File: config.mk
export PLATFORM = sky130hd
export DESIGN_NAME = ffsg_flag_guard
export DESIGN_NICKNAME = d
export VERILOG_FILES = /design/src/logic/ffsg_pkg.sv /design/src/logic/ffsg_flag_guard.sv
export SDC_FILE = /design/constraint.sdc
export NUM_CORES = 1
export LEC_CHECK = 0
export ABC_CLOCK_PERIOD_IN_PS = 3730
export BUFFER_PORTS_ARGS = -buffer_cell sky130_fd_sc_hd__buf_2
export CORE_MARGIN = 8
export CORE_UTILIZATION = 35
export DETAILED_ROUTE_END_ITERATION = 8
export GPL_ROUTABILITY_DRIVEN = 0
export RECOVER_POWER = 100
export SLEW_MARGIN = 20
export SYNTH_ARGS = -nofsm -noshare
export SYNTH_HDL_FRONTEND = slang
export SYNTH_SLANG_ARGS = --single-unit
File: constraint.sdc
create_clock -name clk_sys -period 3.73 [get_ports clk_sys]
set_clock_uncertainty 0.05 [all_clocks]
set_input_delay 0.373 -clock clk_sys [delete_from_list [all_inputs] [get_ports clk_sys]]
set_output_delay 0.373 -clock clk_sys [all_outputs]
set_load 0.03 [all_outputs]
File: src/logic/ffsg_pkg.sv
// Shared constants and types of the flash flag status and write guard
package ffsg_pkg;

	// Flag status bit positions
	localparam logic [2:0] FS_RDY  = 3'h7;
	localparam logic [2:0] FS_ESUS = 3'h6;
	localparam logic [2:0] FS_EERR = 3'h5;
	localparam logic [2:0] FS_PERR = 3'h4;
	localparam logic [2:0] FS_VERR = 3'h3;
	localparam logic [2:0] FS_PSUS = 3'h2;
	localparam logic [2:0] FS_PROT = 3'h1;
	localparam logic [7:0] FLAG_RST = 8'h80;

	// Instruction codes
	localparam logic [7:0] OP_WRITE_ENABLE    = 8'h06;
	localparam logic [7:0] OP_WRITE_DISABLE   = 8'h04;
	localparam logic [7:0] OP_WRITE_STATUS    = 8'h01;
	localparam logic [7:0] OP_LOCK_WRITE      = 8'hE5;
	localparam logic [7:0] OP_OTP             = 8'h42;
	localparam logic [7:0] OP_PAGE_PROGRAM    = 8'h02;
	localparam logic [7:0] OP_DFP             = 8'hA2;
	localparam logic [7:0] OP_DEFP            = 8'hD2;
	localparam logic [7:0] OP_QFP             = 8'h32;
	localparam logic [7:0] OP_QEFP            = 8'h12;
	localparam logic [7:0] OP_SUBSECTOR_ERASE = 8'h20;
	localparam logic [7:0] OP_LWIPE = 8'hD8;
	localparam logic [7:0] OP_CWIPE = 8'hC7;
	localparam logic [7:0] OP_SUSP  = 8'h75;
	localparam logic [7:0] OP_RESM  = 8'h7A;
	localparam logic [7:0] OP_CLRF  = 8'h50;

	// Timing
	localparam int unsigned CLK_MHZ     = 100;
	localparam int unsigned PUW_TIME_US = 1000;

	typedef enum logic [1:0] {
		P_EXT  = 2'h0,
		P_DUAL = 2'h1,
		P_QUAD = 2'h2
	} ffsg_proto_e;

	typedef enum logic [3:0] {
		ST_IDLE  = 4'h1,
		ST_PROG  = 4'h2,
		ST_ERASE = 4'h4,
		ST_REG   = 4'h8
	} ffsg_op_e;

	typedef struct packed {
		logic done;
		logic fail;
		logic one_on_zero;
		logic pattern_64;
		logic halted;
	} ffsg_eng_s;

	typedef struct packed {
		logic sector_locked;
		logic otp_locked;
		logic status_write_disable_bit;
	} ffsg_prot_s;

	typedef struct packed {
		logic       start;
		logic [7:0] opcode;
	} ffsg_start_s;

endpackage

File: src/logic/ffsg_flag_guard.sv
// Flag status bits and write guard of a serial flash
// Notes on behaviour
// - Suspend during erase sets erase-suspended flag
// - Resume clears erase-suspended flag
// - Suspend during program sets program-suspended flag
// - Resume clears program-suspended flag
// - Erase failure or protection sets erase error
// - Erase error covers all erases, protocols
// - Error bits stick until clear-flags command
// - Pending own-kind, protection or supply error makes new program or erase fail; register writes only on protection
// - Program failure or protection sets program error
// - Zero-to-one error only boosted, 64-bit multiple
// - Program error instruction set depends on protocol
// - Boost lost during program or erase sets supply error
// - Locked sector or OTP sets protection error
// - Refused status write sets protection error
// - Modify accepted only on whole bytes
// - Modify runs only with write latch set
// - Latch cleared by power-up, register writes
// - Latch cleared when program or erase completes
// - Latch clearing holds in dual, quad too
// - No modify before power-up write delay
// - Ready flag is inverse of busy, but is also set while the engine is halted
`timescale 1ns/100ps
module ffsg_flag_guard #(
	parameter int unsigned PUW_CYC = ffsg_pkg::PUW_TIME_US * ffsg_pkg::CLK_MHZ
) (
	// System
	input  wire logic                  clk_sys,
	input  wire logic                  nrst,
	// Serial pins
	input  wire logic                  sclk,
	input  wire logic                  sel_n,
	input  wire logic [3:0]            dq,
	input  wire logic                  wp_n,
	input  wire logic                  vpp_high,
	// Configuration and engine
	input  wire ffsg_pkg::ffsg_proto_e proto,
	input  wire ffsg_pkg::ffsg_prot_s  prot,
	input  wire ffsg_pkg::ffsg_eng_s   eng,
	// Results
	output ffsg_pkg::ffsg_start_s      cmd,
	output logic [7:0]                 flag_status_reg,
	output logic                       write_latch
);

	// ----------------------------------------
	// Pin synchronisers
	// ----------------------------------------
	logic [7:0]         sy1;
	logic [7:0]         sy2;
	logic               sclk_d;
	logic               sel_d;
	wire  [7:0]         pin_v = {sclk, sel_n, wp_n, vpp_high, dq};

	always_ff @(posedge clk_sys or negedge nrst)
	begin
		if (!nrst)
		begin
			sy1    <= 8'h40;
			sy2    <= 8'h40;
			sclk_d <= 1'b0;
			sel_d  <= 1'b0;
		end
		else
		begin
			sy1    <= pin_v;
			sy2    <= sy1;
			sclk_d <= sy2[7];
			sel_d  <= ~sy2[6];
		end
	end

	wire        sel       = ~sy2[6];
	wire        sel_rise  = sel & ~sel_d;
	wire        deselect  = ~sel & sel_d;
	wire        sclk_rise = sy2[7] & ~sclk_d;
	wire        wp_on     = ~sy2[5];
	wire        vpp_s     = sy2[4];
	wire  [3:0] dq_s      = sy2[3:0];

	// ----------------------------------------
	// Opcode shifter and clock count
	// ----------------------------------------
	logic [7:0]         opc;
	logic [7:0]         next_opc;
	logic [2:0]         bit_cnt;
	logic [3:0]         edge_cnt;
	logic [3:0]         need;

	always_comb
	begin
		case (proto)
			ffsg_pkg::P_DUAL:
			begin
				next_opc = {opc[5:0], dq_s[1:0]};
				need     = 4'h4;
			end
			ffsg_pkg::P_QUAD:
			begin
				next_opc = {opc[3:0], dq_s};
				need     = 4'h2;
			end
			default:
			begin
				next_opc = {opc[6:0], dq_s[0]};
				need     = 4'h8;
			end
		endcase
	end

	always_ff @(posedge clk_sys or negedge nrst)
	begin
		if (!nrst)
		begin
			opc      <= 8'h00;
			bit_cnt  <= 3'h0;
			edge_cnt <= 4'h0;
		end
		else if (sel_rise)
		begin
			opc      <= 8'h00;
			bit_cnt  <= 3'h0;
			edge_cnt <= 4'h0;
		end
		else if (sel && sclk_rise)
		begin
			bit_cnt <= bit_cnt + 3'h1;
			if (edge_cnt < need)
				opc <= next_opc;
			if (edge_cnt != 4'hF)
				edge_cnt <= edge_cnt + 4'h1;
		end
	end

	// Only whole bytes of clocks count as a finished instruction
	wire byte_ok  = (bit_cnt == 3'h0) && (edge_cnt != 4'h0);
	wire eval     = deselect && byte_ok && (edge_cnt >= need);

	// ----------------------------------------
	// Instruction decode
	// ----------------------------------------
	wire ext      = proto == ffsg_pkg::P_EXT;
	wire is_wr_enable  = opc == ffsg_pkg::OP_WRITE_ENABLE;
	wire is_wr_disable = opc == ffsg_pkg::OP_WRITE_DISABLE;
	wire is_wr_status  = opc == ffsg_pkg::OP_WRITE_STATUS;
	wire is_lock_wr    = opc == ffsg_pkg::OP_LOCK_WRITE;
	wire is_otp   = opc == ffsg_pkg::OP_OTP;
	wire is_susp  = opc == ffsg_pkg::OP_SUSP;
	wire is_resm  = opc == ffsg_pkg::OP_RESM;
	wire is_clr   = opc == ffsg_pkg::OP_CLRF;
	wire is_xfp   = (opc == ffsg_pkg::OP_DFP) || (opc == ffsg_pkg::OP_DEFP)
		|| (opc == ffsg_pkg::OP_QFP) || (opc == ffsg_pkg::OP_QEFP);
	// Extended program forms exist only on the single-line protocol
	wire is_prog  = (opc == ffsg_pkg::OP_PAGE_PROGRAM) || (ext && is_xfp);
	wire is_erase = (opc == ffsg_pkg::OP_SUBSECTOR_ERASE) || (opc == ffsg_pkg::OP_LWIPE)
		|| (opc == ffsg_pkg::OP_CWIPE);
	wire is_pgm   = is_prog || is_otp;
	wire is_mod   = is_pgm || is_erase || is_wr_status || is_lock_wr;

	// ----------------------------------------
	// Power-up write delay
	// ----------------------------------------
	logic [31:0]        puw_cnt;
	logic               puw_done;

	always_ff @(posedge clk_sys or negedge nrst)
	begin
		if (!nrst)
		begin
			puw_cnt  <= 32'h0000_0000;
			puw_done <= 1'b0;
		end
		else if (!puw_done)
		begin
			if (puw_cnt >= PUW_CYC - 1)
				puw_done <= 1'b1;
			else
				puw_cnt <= puw_cnt + 32'h0000_0001;
		end
	end

	// ----------------------------------------
	// Acceptance
	// ----------------------------------------
	ffsg_pkg::ffsg_op_e op;
	ffsg_pkg::ffsg_op_e next_op;
	logic               vpp_at_start;

	wire busy     = op != ffsg_pkg::ST_IDLE;
	wire f_eerr   = flag_status_reg[ffsg_pkg::FS_EERR];
	wire f_perr   = flag_status_reg[ffsg_pkg::FS_PERR];
	wire f_verr   = flag_status_reg[ffsg_pkg::FS_VERR];
	wire f_prot   = flag_status_reg[ffsg_pkg::FS_PROT];
	wire f_esus   = flag_status_reg[ffsg_pkg::FS_ESUS];
	wire f_psus   = flag_status_reg[ffsg_pkg::FS_PSUS];

	wire mod_go   = eval && is_mod && write_latch && puw_done && !busy;
	// A leftover error makes the new command look failed
	wire stale    = (is_pgm && (f_perr || f_prot || f_verr))
		|| (is_erase && (f_eerr || f_prot || f_verr))
		|| ((is_wr_status || is_lock_wr) && f_prot);
	wire prot_hit = ((is_prog || is_erase) && prot.sector_locked)
		|| (is_otp && prot.otp_locked)
		|| (is_wr_status && prot.status_write_disable_bit && wp_on);
	wire start    = mod_go && !stale && !prot_hit;
	wire refuse   = mod_go && !stale && prot_hit;
	wire susp     = eval && is_susp && busy;
	wire resm     = eval && is_resm;
	wire clr      = eval && is_clr;
	wire done     = busy && eng.done;
	wire pe_run   = (op == ffsg_pkg::ST_PROG) || (op == ffsg_pkg::ST_ERASE);

	always_comb
	begin
		next_op = op;
		case (op)
			ffsg_pkg::ST_IDLE:
				if (start)
					next_op = is_pgm ? ffsg_pkg::ST_PROG
						: is_erase ? ffsg_pkg::ST_ERASE : ffsg_pkg::ST_REG;
			ffsg_pkg::ST_PROG,
			ffsg_pkg::ST_ERASE,
			ffsg_pkg::ST_REG:
				if (eng.done)
					next_op = ffsg_pkg::ST_IDLE;
			default:
				next_op = ffsg_pkg::ST_IDLE;
		endcase
	end

	// ----------------------------------------
	// Flag status register
	// ----------------------------------------
	logic [7:0]         next_flags;

	wire set_eerr = (refuse && is_erase)
		|| ((op == ffsg_pkg::ST_ERASE) && eng.fail);
	wire set_perr = (refuse && is_pgm)
		|| ((op == ffsg_pkg::ST_PROG) && eng.fail)
		|| ((op == ffsg_pkg::ST_PROG) && eng.one_on_zero
			&& vpp_at_start && eng.pattern_64);
	wire set_verr = pe_run && vpp_at_start && !vpp_s;

	always_comb
	begin
		next_flags = 8'h00;
		next_flags[ffsg_pkg::FS_RDY]  = (next_op == ffsg_pkg::ST_IDLE) || eng.halted;
		next_flags[ffsg_pkg::FS_ESUS] = (susp && (op == ffsg_pkg::ST_ERASE))
			|| (f_esus && !resm);
		next_flags[ffsg_pkg::FS_PSUS] = (susp && (op == ffsg_pkg::ST_PROG))
			|| (f_psus && !resm);
		// Set wins over a clear in the same cycle
		next_flags[ffsg_pkg::FS_EERR] = set_eerr || (f_eerr && !clr);
		next_flags[ffsg_pkg::FS_PERR] = set_perr || (f_perr && !clr);
		next_flags[ffsg_pkg::FS_VERR] = set_verr || (f_verr && !clr);
		next_flags[ffsg_pkg::FS_PROT] = refuse || (f_prot && !clr);
	end

	// ----------------------------------------
	// State, latch and start
	// ----------------------------------------
	always_ff @(posedge clk_sys or negedge nrst)
	begin
		if (!nrst)
		begin
			op              <= ffsg_pkg::ST_IDLE;
			flag_status_reg <= ffsg_pkg::FLAG_RST;
			vpp_at_start    <= 1'b0;
			cmd             <= '0;
			write_latch     <= 1'b0;
		end
		else
		begin
			op              <= next_op;
			flag_status_reg <= next_flags;
			cmd.start       <= start;
			if (start)
			begin
				cmd.opcode   <= opc;
				vpp_at_start <= vpp_s;
			end
			if (eval && is_wr_enable)
				write_latch <= 1'b1;
			else if (done || refuse || (eval && is_wr_disable))
				write_latch <= 1'b0;
		end
	end
endmodule // ffsg_flag_guard

==> out/results.txt, run 1 <==
die height -> 124 um
Finished Cell Area -> 4580 um^2
top flop regs -> puw_cnt (32), cmd (9)
vias per cell -> 5.08
total routed wirelength -> 8.18 mm
Synth top area share -> 51.5%
share of layout cells above drive strength 1 -> 13.0%
sequential fraction of the synthesis area -> 54.1%
mean post-synth cell area -> 10.9 um^2
static leakage power -> 2.09 nW
DRC viols -> 0
Die ar. -> 15400 um^2
unrepaired setup endpoints after global routing -> false
CP Capture Type -> flop
Rows -> 39
initial DRC count -> 178
Total Nets Final -> 426
clock latency on the worst-skew pair -> 0.34 ns
Tcrit/Tclk final -> 78.0%
Final setup viols -> 0
Pre-antenna DRT Iters -> 4
core area -> 11400 um^2
initial antenna violation count -> 1
Post-DP Area -> 4340 um^2
final worst setup slack -> 0.820 ns
Initial Util -> 35.7%
Num CTS Buffers -> 9
Clock Pin Slew Worst Setup and Hold Paths -> 0.07 ns
Synth Instances -> 374
total clock sinks -> 88
overall global routing resource usage -> 11.7%
Final Slew Violations -> 89
critical path startpoint category -> flop
Slowest-stage cell, CP -> dfstp_1
TNS Setup -> 0 ns
class of the worst hold path -> in2reg
final core occ -> 40.1%
EDFF count, synth -> 0
H-tree depth -> 3
maximum capacitance violations -> 1
power consumption -> 0.00212 W
vias in the first global route -> 2831
post-synth cell types -> 65
#FFs+latches synth -> 88
Worst EP required -> 3.90 ns
ANT cells -> 0
Max-slew headroom -> -42.1%
maximum VDD drop -> 0.304 mV
IO buf count -> 36
vias -> 2756
IO Pins -> 38
Setup Buffers After CTS -> 0
area grow syn2layout -> 12.3%
number of flip-flops in the largest register -> 32
Tmin final -> 2.91 ns
Main synth FF type -> dfrtp_1
ANT nets after route -> 0
Arr. time, crit path -> 3.08 ns
pin count of the biggest net entering global routing -> 89
max incr delay on CP -> 0.57 ns
cell breakdown of the critical path -> or4b_4 -> or3_1 -> a311o_1 -> a2111oi_0 -> buf_4 -> mux2_1
top post-synthesis cells by area -> dfrtp_1, ha_1, xnor2_1, mux2_4, nand4_1
# resized after CTS -> 0
violated checks -> capacitance limit, slew limit
P per Cell Area -> 463 nW/um^2
Clock Path Buffers -> 2
most frequent cells in the layout -> dfrtp_1, nor2_1, nand2_1
CTS Hold Bufs -> 0
maximum fanout along the worst path -> 11
Crit Path Class -> reg2reg
clk root buf -> clkbuf_16
most flop-heavy register -> puw_cnt
die width -> 124 um
CTS tree -> done
status -> finished, violations left
most common cell after layout, fill and taps aside -> dfrtp_1
routed len/inst -> 15.1 um
Synth warnings -> 0
Mapped Nets -> 406
Final Hold Violating Endpoints -> 0
post-place setup slack -> 0.664 ns
Max Fclk -> 0.344 GHz
grt ovf -> 0
Synth async-reset ratio -> 100%
worst-margin pin slew -> 2.13 ns
first-pass GRT wire length -> 14.0 mm
Synth area leader -> dfrtp_1
synthesized cell area -> 4080 um^2
HPWL Detailed -> 5.81 mm
[final cells by class]
class | instances | area (um^2)
fill | 1109 | 6840
clock inverter | 7 | 103
sequential | 88 | 2210
clock buffer | 9 | 225
inverter | 17 | 63.8
multi-input combinational | 240 | 1630
timing repair buffer | 38 | 169
tap | 143 | 179
[final timing paths]
kind,startpoint,to,slack [ns],depth (start not counted)
setup reg to reg,op[0]$_DFF_PN1_,vpp_at_start$_DFFE_PN0N_,0.82,6
hold / removal,sel_n,sy1[6]$_DFF_PN1_,0.07,1
setup / recovery,op[0]$_DFF_PN1_,vpp_at_start$_DFFE_PN0N_,0.82,6
max in group asynchronous,nrst,sy1[1]$_DFF_PN0_,1.78,1
min in group asynchronous,nrst,puw_cnt[7]$_DFFE_PN0P_,0.61,1
hold reg to reg,sy1[1]$_DFF_PN0_,sy2[1]$_DFF_PN0_,0.30,0
[per-layer routing]
metal  part of all wire (%)  track usage [%]  routed length, um
met1                     45             14.0               3660
met2                     48             18.4               3950
met3                    6.2             4.90                511
met4                   0.65             4.61                 53
met5                   0.12                0                 10
[stage by stage]
stage               std cells  hold slack, ns
floorplan                 374          0.0274
global placement          526           0.285
detailed placement        526           0.286
CTS                       542          0.0602
global route              542          0.0623
finish                    542          0.0729
[logic make-up (layout without fill, tap and decap cells)]
group           count (synthesis)  in the layout  share of synthesized area (%)
compound gates                 61             61                           11.3
xor+xnor                       19             19                           4.08
flops                          88             88                           54.1
mux                            11             11                           3.74
simple gates                  136            136                           18.5
other cells                     1              1                         0.0919
buf+inv                        46             71                           4.51
fa+ha+maj                      12             12                           3.68
[synthesized netlist by cell type, types with 4 or more instances]
library cell,n
a21oi_1,9
a22oi_1,6
a31o_2,6
and3_1,4
clkbuf_1,26
dfrtp_1,84
dfstp_2,4
ha_1,12
inv_1,15
mux2_4,8
nand2_1,28
nand2b_1,5
nand3_1,14
nand4_1,17
nor2_1,28
nor2b_1,6
nor3_1,4
nor4_1,4
o211ai_1,7
o21ai_0,4
o22ai_1,5
xnor2_1,15
xor2_1,4
[power breakdown]
| part | switching, W | internal, W |
|---|---|---|
| Sequential | 0.0000294 | 0.000979 |
| Combinational | 0.0000819 | 0.0000499 |
| Clock | 0.000386 | 0.000595 |
[worst max-delay path: cells and delay by family (launching register included)]
family	cells	cell delay [ns]
buffers and inverters	1	0.27
multiplexers	1	0.34
flip-flops	1	0.57
AO/OA/AOI/OAI	2	0.67
AND/OR/NAND/NOR	2	0.89
Power figures use the tool's default switching activity.
==> run 2: changes to the inputs <==
--- a/config.mk
+++ b/config.mk
@@ -5,7 +5,7 @@
 export SDC_FILE = /design/constraint.sdc
 export NUM_CORES = 1
 export LEC_CHECK = 0
-export ABC_CLOCK_PERIOD_IN_PS = 3730
+export ABC_CLOCK_PERIOD_IN_PS = 2700
 export BUFFER_PORTS_ARGS = -buffer_cell sky130_fd_sc_hd__buf_2
 export CORE_MARGIN = 8
 export CORE_UTILIZATION = 35
==> constraint.sdc (replaced) <==
create_clock -name clk_sys -period 2.7 [get_ports clk_sys]
set_clock_uncertainty 0.05 [all_clocks]
set_input_delay 0.27 -clock clk_sys [delete_from_list [all_inputs] [get_ports clk_sys]]
set_output_delay 0.27 -clock clk_sys [all_outputs]
set_load 0.03 [all_outputs]
==> run 2 against run 1 <==
The flow still finishes with violations (capacitance limit, slew limit). Wire length up 3.6%. Hold slack better by 0.024 ns. Clock power increased by 30%. Critical path depth rose by 1. First-iteration DRC count is 37% lower. Via count rose by 4.9%. Register-to-register slack got worse by 0.81 ns. Worst setup slack worse by 0.81 ns. Clock-buffer cell count rose by 2. Combinational power is 69% higher. Die area unchanged. Critical endpoint is now cmd[0]$_DFFE_PN0N_. Largest cell class unchanged. Largest power group unchanged. Highest routed layer unchanged.
==> out/results.txt, run 2 (synthesis results as in run 1) <==
Arr. time, crit path -> 2.86 ns (was 3.08 ns)
most common cell after layout, fill and taps aside -> dfrtp_1 (unchanged)
Num CTS Buffers -> 9 (unchanged)
pin count of the biggest net entering global routing -> 89 (unchanged)
IO buf count -> 36 (unchanged)
share of layout cells above drive strength 1 -> 21.2% (was 13.0%)
Total Nets Final -> 457 (was 426)
worst-margin pin slew -> 2.11 ns (was 2.13 ns)
Max-slew headroom -> -40.6% (was -42.1%)
CTS tree -> done (unchanged)
Crit Path Class -> reg2reg (unchanged)
routed len/inst -> 14.8 um (was 15.1 um)
hold slack -> 0.0966 ns (was 0.0729 ns)
vias -> 2892 (was 2756)
Final Slew Violations -> 89 (unchanged)
cell breakdown of the critical path -> or4b_4 -> or3_4 -> a311o_1 -> a2111oi_4 -> buf_4 -> clkbuf_16 -> mux2_4 (was or4b_4 -> or3_1 -> a311o_1 -> a2111oi_0 -> buf_4 -> mux2_1)
clk root buf -> clkbuf_16 (unchanged)
max incr delay on CP -> 0.53 ns (was 0.57 ns)
static leakage power -> 2.23 nW (was 2.09 nW)
maximum fanout along the worst path -> 5 (was 11)
most flop-heavy register -> puw_cnt (unchanged)
total routed wirelength -> 8.47 mm (was 8.18 mm)
ANT cells -> 0 (unchanged)
Clock Pin Slew Worst Setup and Hold Paths -> 0.06 ns (was 0.07 ns)
grt ovf -> 0 (unchanged)
Clock Path Buffers -> 2 (unchanged)
vias per cell -> 5.05 (was 5.08)
vias in the first global route -> 2897 (was 2831)
maximum capacitance violations -> 1 (unchanged)
Slowest-stage cell, CP -> dfstp_2 (was dfstp_1)
most frequent cells in the layout -> dfrtp_1, nor2_1, nand2_1 (unchanged)
clock latency on the worst-skew pair -> 0.33 ns (was 0.34 ns)
Initial Util -> 35.7% (unchanged)
IO Pins -> 38 (unchanged)
core area -> 11400 um^2 (unchanged)
H-tree depth -> 3 (unchanged)
Worst Path Buf+Inv -> 2 (was 1)
Pre-antenna DRT Iters -> 4 (unchanged)
Die ar. -> 15400 um^2 (unchanged)
top flop regs -> puw_cnt (32), cmd (9) (unchanged)
violated checks -> capacitance limit, slew limit (unchanged)
Worst EP required -> 2.87 ns (was 3.90 ns)
final core occ -> 43.1% (was 40.1%)
first-pass GRT wire length -> 14.1 mm (was 14.0 mm)
Tmin final -> 2.69 ns (was 2.91 ns)
Non-Filler Instances -> 573 (was 542)
Final setup viols -> 0 (unchanged)
critical path startpoint category -> flop (unchanged)
Final Hold Violating Endpoints -> 0 (unchanged)
unrepaired setup endpoints after global routing -> true (was false)
Hold Path Depth -> 2 (was 1)
initial antenna violation count -> 1 (unchanged)
die width -> 124 um (unchanged)
maximum VDD drop -> 0.288 mV (was 0.304 mV)
Max Fclk -> 0.372 GHz (was 0.344 GHz)
overall global routing resource usage -> 11.6% (was 11.7%)
Rows -> 39 (unchanged)
total clock sinks -> 88 (unchanged)
CP Capture Type -> flop (unchanged)
HPWL Detailed -> 6.07 mm (was 5.81 mm)
die height -> 124 um (unchanged)
# placed instances -> 547 (was 526)
reg2reg path depth -> 7 (was 6)
class of the worst hold path -> in2reg (unchanged)
WP depth -> 7 (was 6)
number of flip-flops in the largest register -> 32 (unchanged)
status -> finished, violations left (unchanged)
initial DRC count -> 113 (was 178)
DRC viols -> 0 (unchanged)
area grow syn2layout -> 20.6% (was 12.3%)
Tcrit/Tclk final -> 99.5% (was 78.0%)
ANT nets after route -> 0 (unchanged)
P per Cell Area -> 587 nW/um^2 (was 463 nW/um^2)
delay-heaviest family, CP -> simple AND/OR/NAND/NOR gates (unchanged)
run 2: cell count changes in the layout (fill, tap and decap cells not counted), sizes merged:
cell | previous run | this run
clkbuf | 29 | 32
inv | 18 | 17
clkinv | 4 | 2
buf | 18 | 40
bufinv | 2 | 1
clkinvlp | 0 | 2
dlygate4sd3 | 0 | 8
run 2: routing by layer:
layer  GRT usage (%)  routed length (um)  vias up
li1                -                   -     1423
met1            14.9                3960     1420
met2            18.4                4000       35
met3            3.85                 383       12
met4            3.42                 105        2
met5               0                  16        -
run 2: final timing paths:
kind | from | to | slack (ns)
worst max-delay path | op[0]$_DFF_PN1_ | cmd[0]$_DFFE_PN0N_ | 0.01
worst min-delay path | eng[0] | flag_status_reg[7]$_DFF_PN1_ | 0.1
worst max register to register | op[0]$_DFF_PN1_ | cmd[0]$_DFFE_PN0N_ | 0.01
worst min register to register | sy1[0]$_DFF_PN0_ | sy2[0]$_DFF_PN0_ | 0.30
max in group asynchronous | nrst | opc[5]$_DFFE_PN0P_ | 0.72
min in group asynchronous | nrst | puw_cnt[18]$_DFFE_PN0P_ | 0.50
run 2: worst register-to-register path: cells and delay by family, from the launching register on:
family	cells	cell delay, ns
and+or+nand+nor	2	0.86
DFF	1	0.53
AOI/OAI and AO/OA	2	0.50
buffers and inverters	2	0.35
muxes	1	0.29
run 2: cell type report:
cell class	count	area (um^2)
Timing Repair Buffer	69	449
Multi-Input combinational cell	240	1700
Sequential cell	88	2210
Tap cell	143	179
Fill cell	1105	6500
Clock inverter	5	62.6
Inverter	17	63.8
Clock buffer	11	253
run 2: report_power, final:
part	switching [W]	internal [W]
clock	0.000505	0.000772
sequential	0.0000339	0.00135
combinational	0.000130	0.0000931
total	0.000669	0.00222
run 2: stage by stage:
stage	area, um^2	total power [W]	setup slack (ns)	setup TNS [ns]
floorplan	4080	0.00153	0.0115	0
global placement	4510	0.00162	-0.0363	-0.154
detailed placement	4510	0.00163	-0.0763	-0.505
CTS	4910	0.00293	-0.0606	-0.482
global route	4920	0.00302	-0.0248	-0.171
finish	4920	0.00289	0.0127	0
run 2: what timing repair did:
action / 4_1_cts / 5_1_grt
setup endpoints to repair: 9 / 9
setup buffers: 0 / 1
hold buffers: 8 / 0
endpoints found under the hold margin: 8 / 0
gates cloned: 0 / 1
pin swaps: 0 / 1
gates resized for setup: 2 / 4
==> run 3: changes to the inputs <==
--- a/config.mk
+++ b/config.mk
@@ -7,7 +7,7 @@
 export LEC_CHECK = 0
 export ABC_CLOCK_PERIOD_IN_PS = 2700
 export BUFFER_PORTS_ARGS = -buffer_cell sky130_fd_sc_hd__buf_2
-export CORE_MARGIN = 8
+export CAP_MARGIN = 5
 export CORE_UTILIZATION = 35
 export DETAILED_ROUTE_END_ITERATION = 8
 export GPL_ROUTABILITY_DRIVEN = 0
==> constraint.sdc (replaced) <==
create_clock -name clk_sys -period 2.7 [get_ports clk_sys]
set_clock_uncertainty 0.05 [all_clocks]
set_input_delay 0.27 -clock clk_sys [delete_from_list [all_inputs] [get_ports clk_sys]]
set_output_delay 0.27 -clock clk_sys [all_outputs]
set_load 0.1 [all_outputs]
==> run 3 against run 2 <==
The flow still finishes with violations (capacitance limit, slew limit). Maximum frequency increased by 2.5%. Combinational power increased by 6%. Sequential power about the same. Clock-buffer cell count decreased by 1. Cell count decreased by 0.52%. Largest cell class unchanged.
==> out/results.txt, run 3 (synthesis results as in run 1) <==
Crit Path Class -> reg2reg (unchanged)
Max-slew headroom -> -40.5% (was -40.6%)
Tmin final -> 2.62 ns (was 2.69 ns)
area grow syn2layout -> 19.6% (was 20.6%)
total clock sinks -> 88 (unchanged)
initial DRC count -> 131 (was 113)
overall global routing resource usage -> 15.7% (was 11.6%)
maximum VDD drop -> 0.269 mV (was 0.288 mV)
Arr. time, crit path -> 2.79 ns (was 2.86 ns)
vias per cell -> 5.10 (was 5.05)
most common cell after layout, fill and taps aside -> dfrtp_1 (unchanged)
ANT cells -> 0 (unchanged)
H-tree depth -> 3 (unchanged)
cell breakdown of the critical path -> or4b_4 -> or3_4 -> a311o_1 -> a2111oi_4 -> buf_12 -> mux2_4 (was or4b_4 -> or3_4 -> a311o_1 -> a2111oi_4 -> buf_4 -> clkbuf_16 -> mux2_4)
hold slack -> 0.0824 ns (was 0.0966 ns)
critical path startpoint category -> flop (unchanged)
vias in the first global route -> 3007 (was 2897)
violated checks -> capacitance limit, slew limit (unchanged)
P per Cell Area -> 594 nW/um^2 (was 587 nW/um^2)
Initial Util -> 35.9% (was 35.7%)
pin count of the biggest net entering global routing -> 89 (unchanged)
Clock Pin Slew Worst Setup and Hold Paths -> 0.07 ns (was 0.06 ns)
die height -> 110 um (was 124 um)
maximum fanout along the worst path -> 11 (was 5)
total routed wirelength -> 8.36 mm (was 8.47 mm)
DRC viols -> 0 (unchanged)
maximum capacitance violations -> 1 (unchanged)
IO buf count -> 36 (unchanged)
met3 Use GR -> 3.62% (was 3.85%)
IO Pins -> 38 (unchanged)
initial antenna violation count -> 0 (was 1)
Num CTS Buffers -> 9 (unchanged)
CP Capture Type -> flop (unchanged)
Rows -> 39 (unchanged)
share of layout cells above drive strength 1 -> 20.4% (was 21.2%)
grt ovf -> 0 (unchanged)
M1 GR Usage -> 20.5% (was 14.9%)
CTS tree -> done (unchanged)
GR Util met2 -> 25.6% (was 18.4%)
routed len/inst -> 14.7 um (was 14.8 um)
max incr delay on CP -> 0.53 ns (about the same)
Final Slew Violations -> 89 (unchanged)
top flop regs -> puw_cnt (32), cmd (9) (unchanged)
unrepaired setup endpoints after global routing -> false (was true)
class of the worst hold path -> in2reg (unchanged)
core area -> 11400 um^2 (about the same)
most flop-heavy register -> puw_cnt (unchanged)
vias -> 2908 (was 2892)
Post-DP Area -> 4500 um^2 (was 4510 um^2)
Final Hold Violating Endpoints -> 0 (unchanged)
Final setup viols -> 0 (unchanged)
ANT nets after route -> 0 (unchanged)
Max Fclk -> 0.381 GHz (was 0.372 GHz)
Finished Cell Area -> 4880 um^2 (was 4920 um^2)
Worst EP required -> 2.87 ns (about the same)
Most Crowded Layer GR -> met2 (unchanged)
clk root buf -> clkbuf_16 (unchanged)
Pre-antenna DRT Iters -> 4 (unchanged)
Total Nets Final -> 454 (was 457)
worst-margin pin slew -> 2.11 ns (about the same)
number of flip-flops in the largest register -> 32 (unchanged)
first-pass GRT wire length -> 14.5 mm (was 14.1 mm)
Tcrit/Tclk final -> 97.1% (was 99.5%)
die width -> 110 um (was 124 um)
status -> finished, violations left (unchanged)
most frequent cells in the layout -> dfrtp_1, nor2_1, nand2_1 (unchanged)
Die ar. -> 12100 um^2 (was 15400 um^2)
clock latency on the worst-skew pair -> 0.33 ns (about the same)
static leakage power -> 2.21 nW (was 2.23 nW)
HPWL Detailed -> 5.88 mm (was 6.07 mm)
Fillers -> 1082 (was 1105)
Slowest-stage cell, CP -> dfstp_2 (unchanged)
Clock Path Buffers -> 2 (unchanged)
run 3: power breakdown:
| part | internal [W] | total, W | switching (W) |
|---|---|---|---|
| Sequential | 0.00135 | 0.00139 | 0.0000340 |
| Clock | 0.000753 | 0.00128 | 0.000523 |
| Combinational | 0.0000922 | 0.000237 | 0.000145 |
| Total | 0.00220 | 0.00290 | 0.000702 |
run 3: critical path: cells and delay by family (launching register included):
family	cells	cell delay (ns)
simple gates	2	0.85
compound gates	2	0.58
flops	1	0.53
mux	1	0.30
buf+inv	1	0.20
run 3: worst paths after layout:
check	to	from	cells after the start	slack [ns]
hold / removal	flag_status_reg[7]$_DFF_PN1_	eng[0]	2	0.08
setup / recovery	cmd[6]$_DFFE_PN0N_	op[0]$_DFF_PN1_	6	0.08
min in group asynchronous	puw_cnt[14]$_DFFE_PN0P_	nrst	1	0.50
hold reg to reg	sy2[3]$_DFF_PN0_	sy1[3]$_DFF_PN0_	0	0.30
setup reg to reg	cmd[6]$_DFFE_PN0N_	op[0]$_DFF_PN1_	6	0.08
max in group asynchronous	sy1[0]$_DFF_PN0_	nrst	1	0.87
run 3: what timing repair did:
action	CTS	global route
setup endpoints to repair	9	9
endpoints found under the hold margin	8	0
resized for setup	2	2
buffers inserted	0	0
hold buffers	8	0
pin swaps	0	1
run 3: per-stage QoR:
step	cells	setup WS (ns)	util (%)	setup TNS, ns	power [W]
global placement	546	-0.0436	39.6	-0.216	0.00164
global route	570	0.000757	42.9	0	0.00304
floorplan	374	0.00976	-	0	0.00155
detailed placement	546	-0.0864	39.6	-0.534	0.00164
CTS	570	-0.0615	43.1	-0.527	0.00295
finish	570	0.0777	42.9	0	0.00290
run 3: final cells by class:
cell class                 instances  area [um^2]  area share [%]
inverter                          17         63.8            1.31
timing repair buffer              66          409            8.38
tap                              143          179            3.67
clock inverter                     6         73.8            1.51
clock buffer                      10          239            4.90
multi-input combinational        240         1710            35.0
sequential                        88         2210            45.2
run 3: metal layers:
metal  up-vias  routed length [um]
li1       1425                   -
met1      1438                3890
met2        39                4040
met3         6                 354
met4         0                  74
met5         -                   0
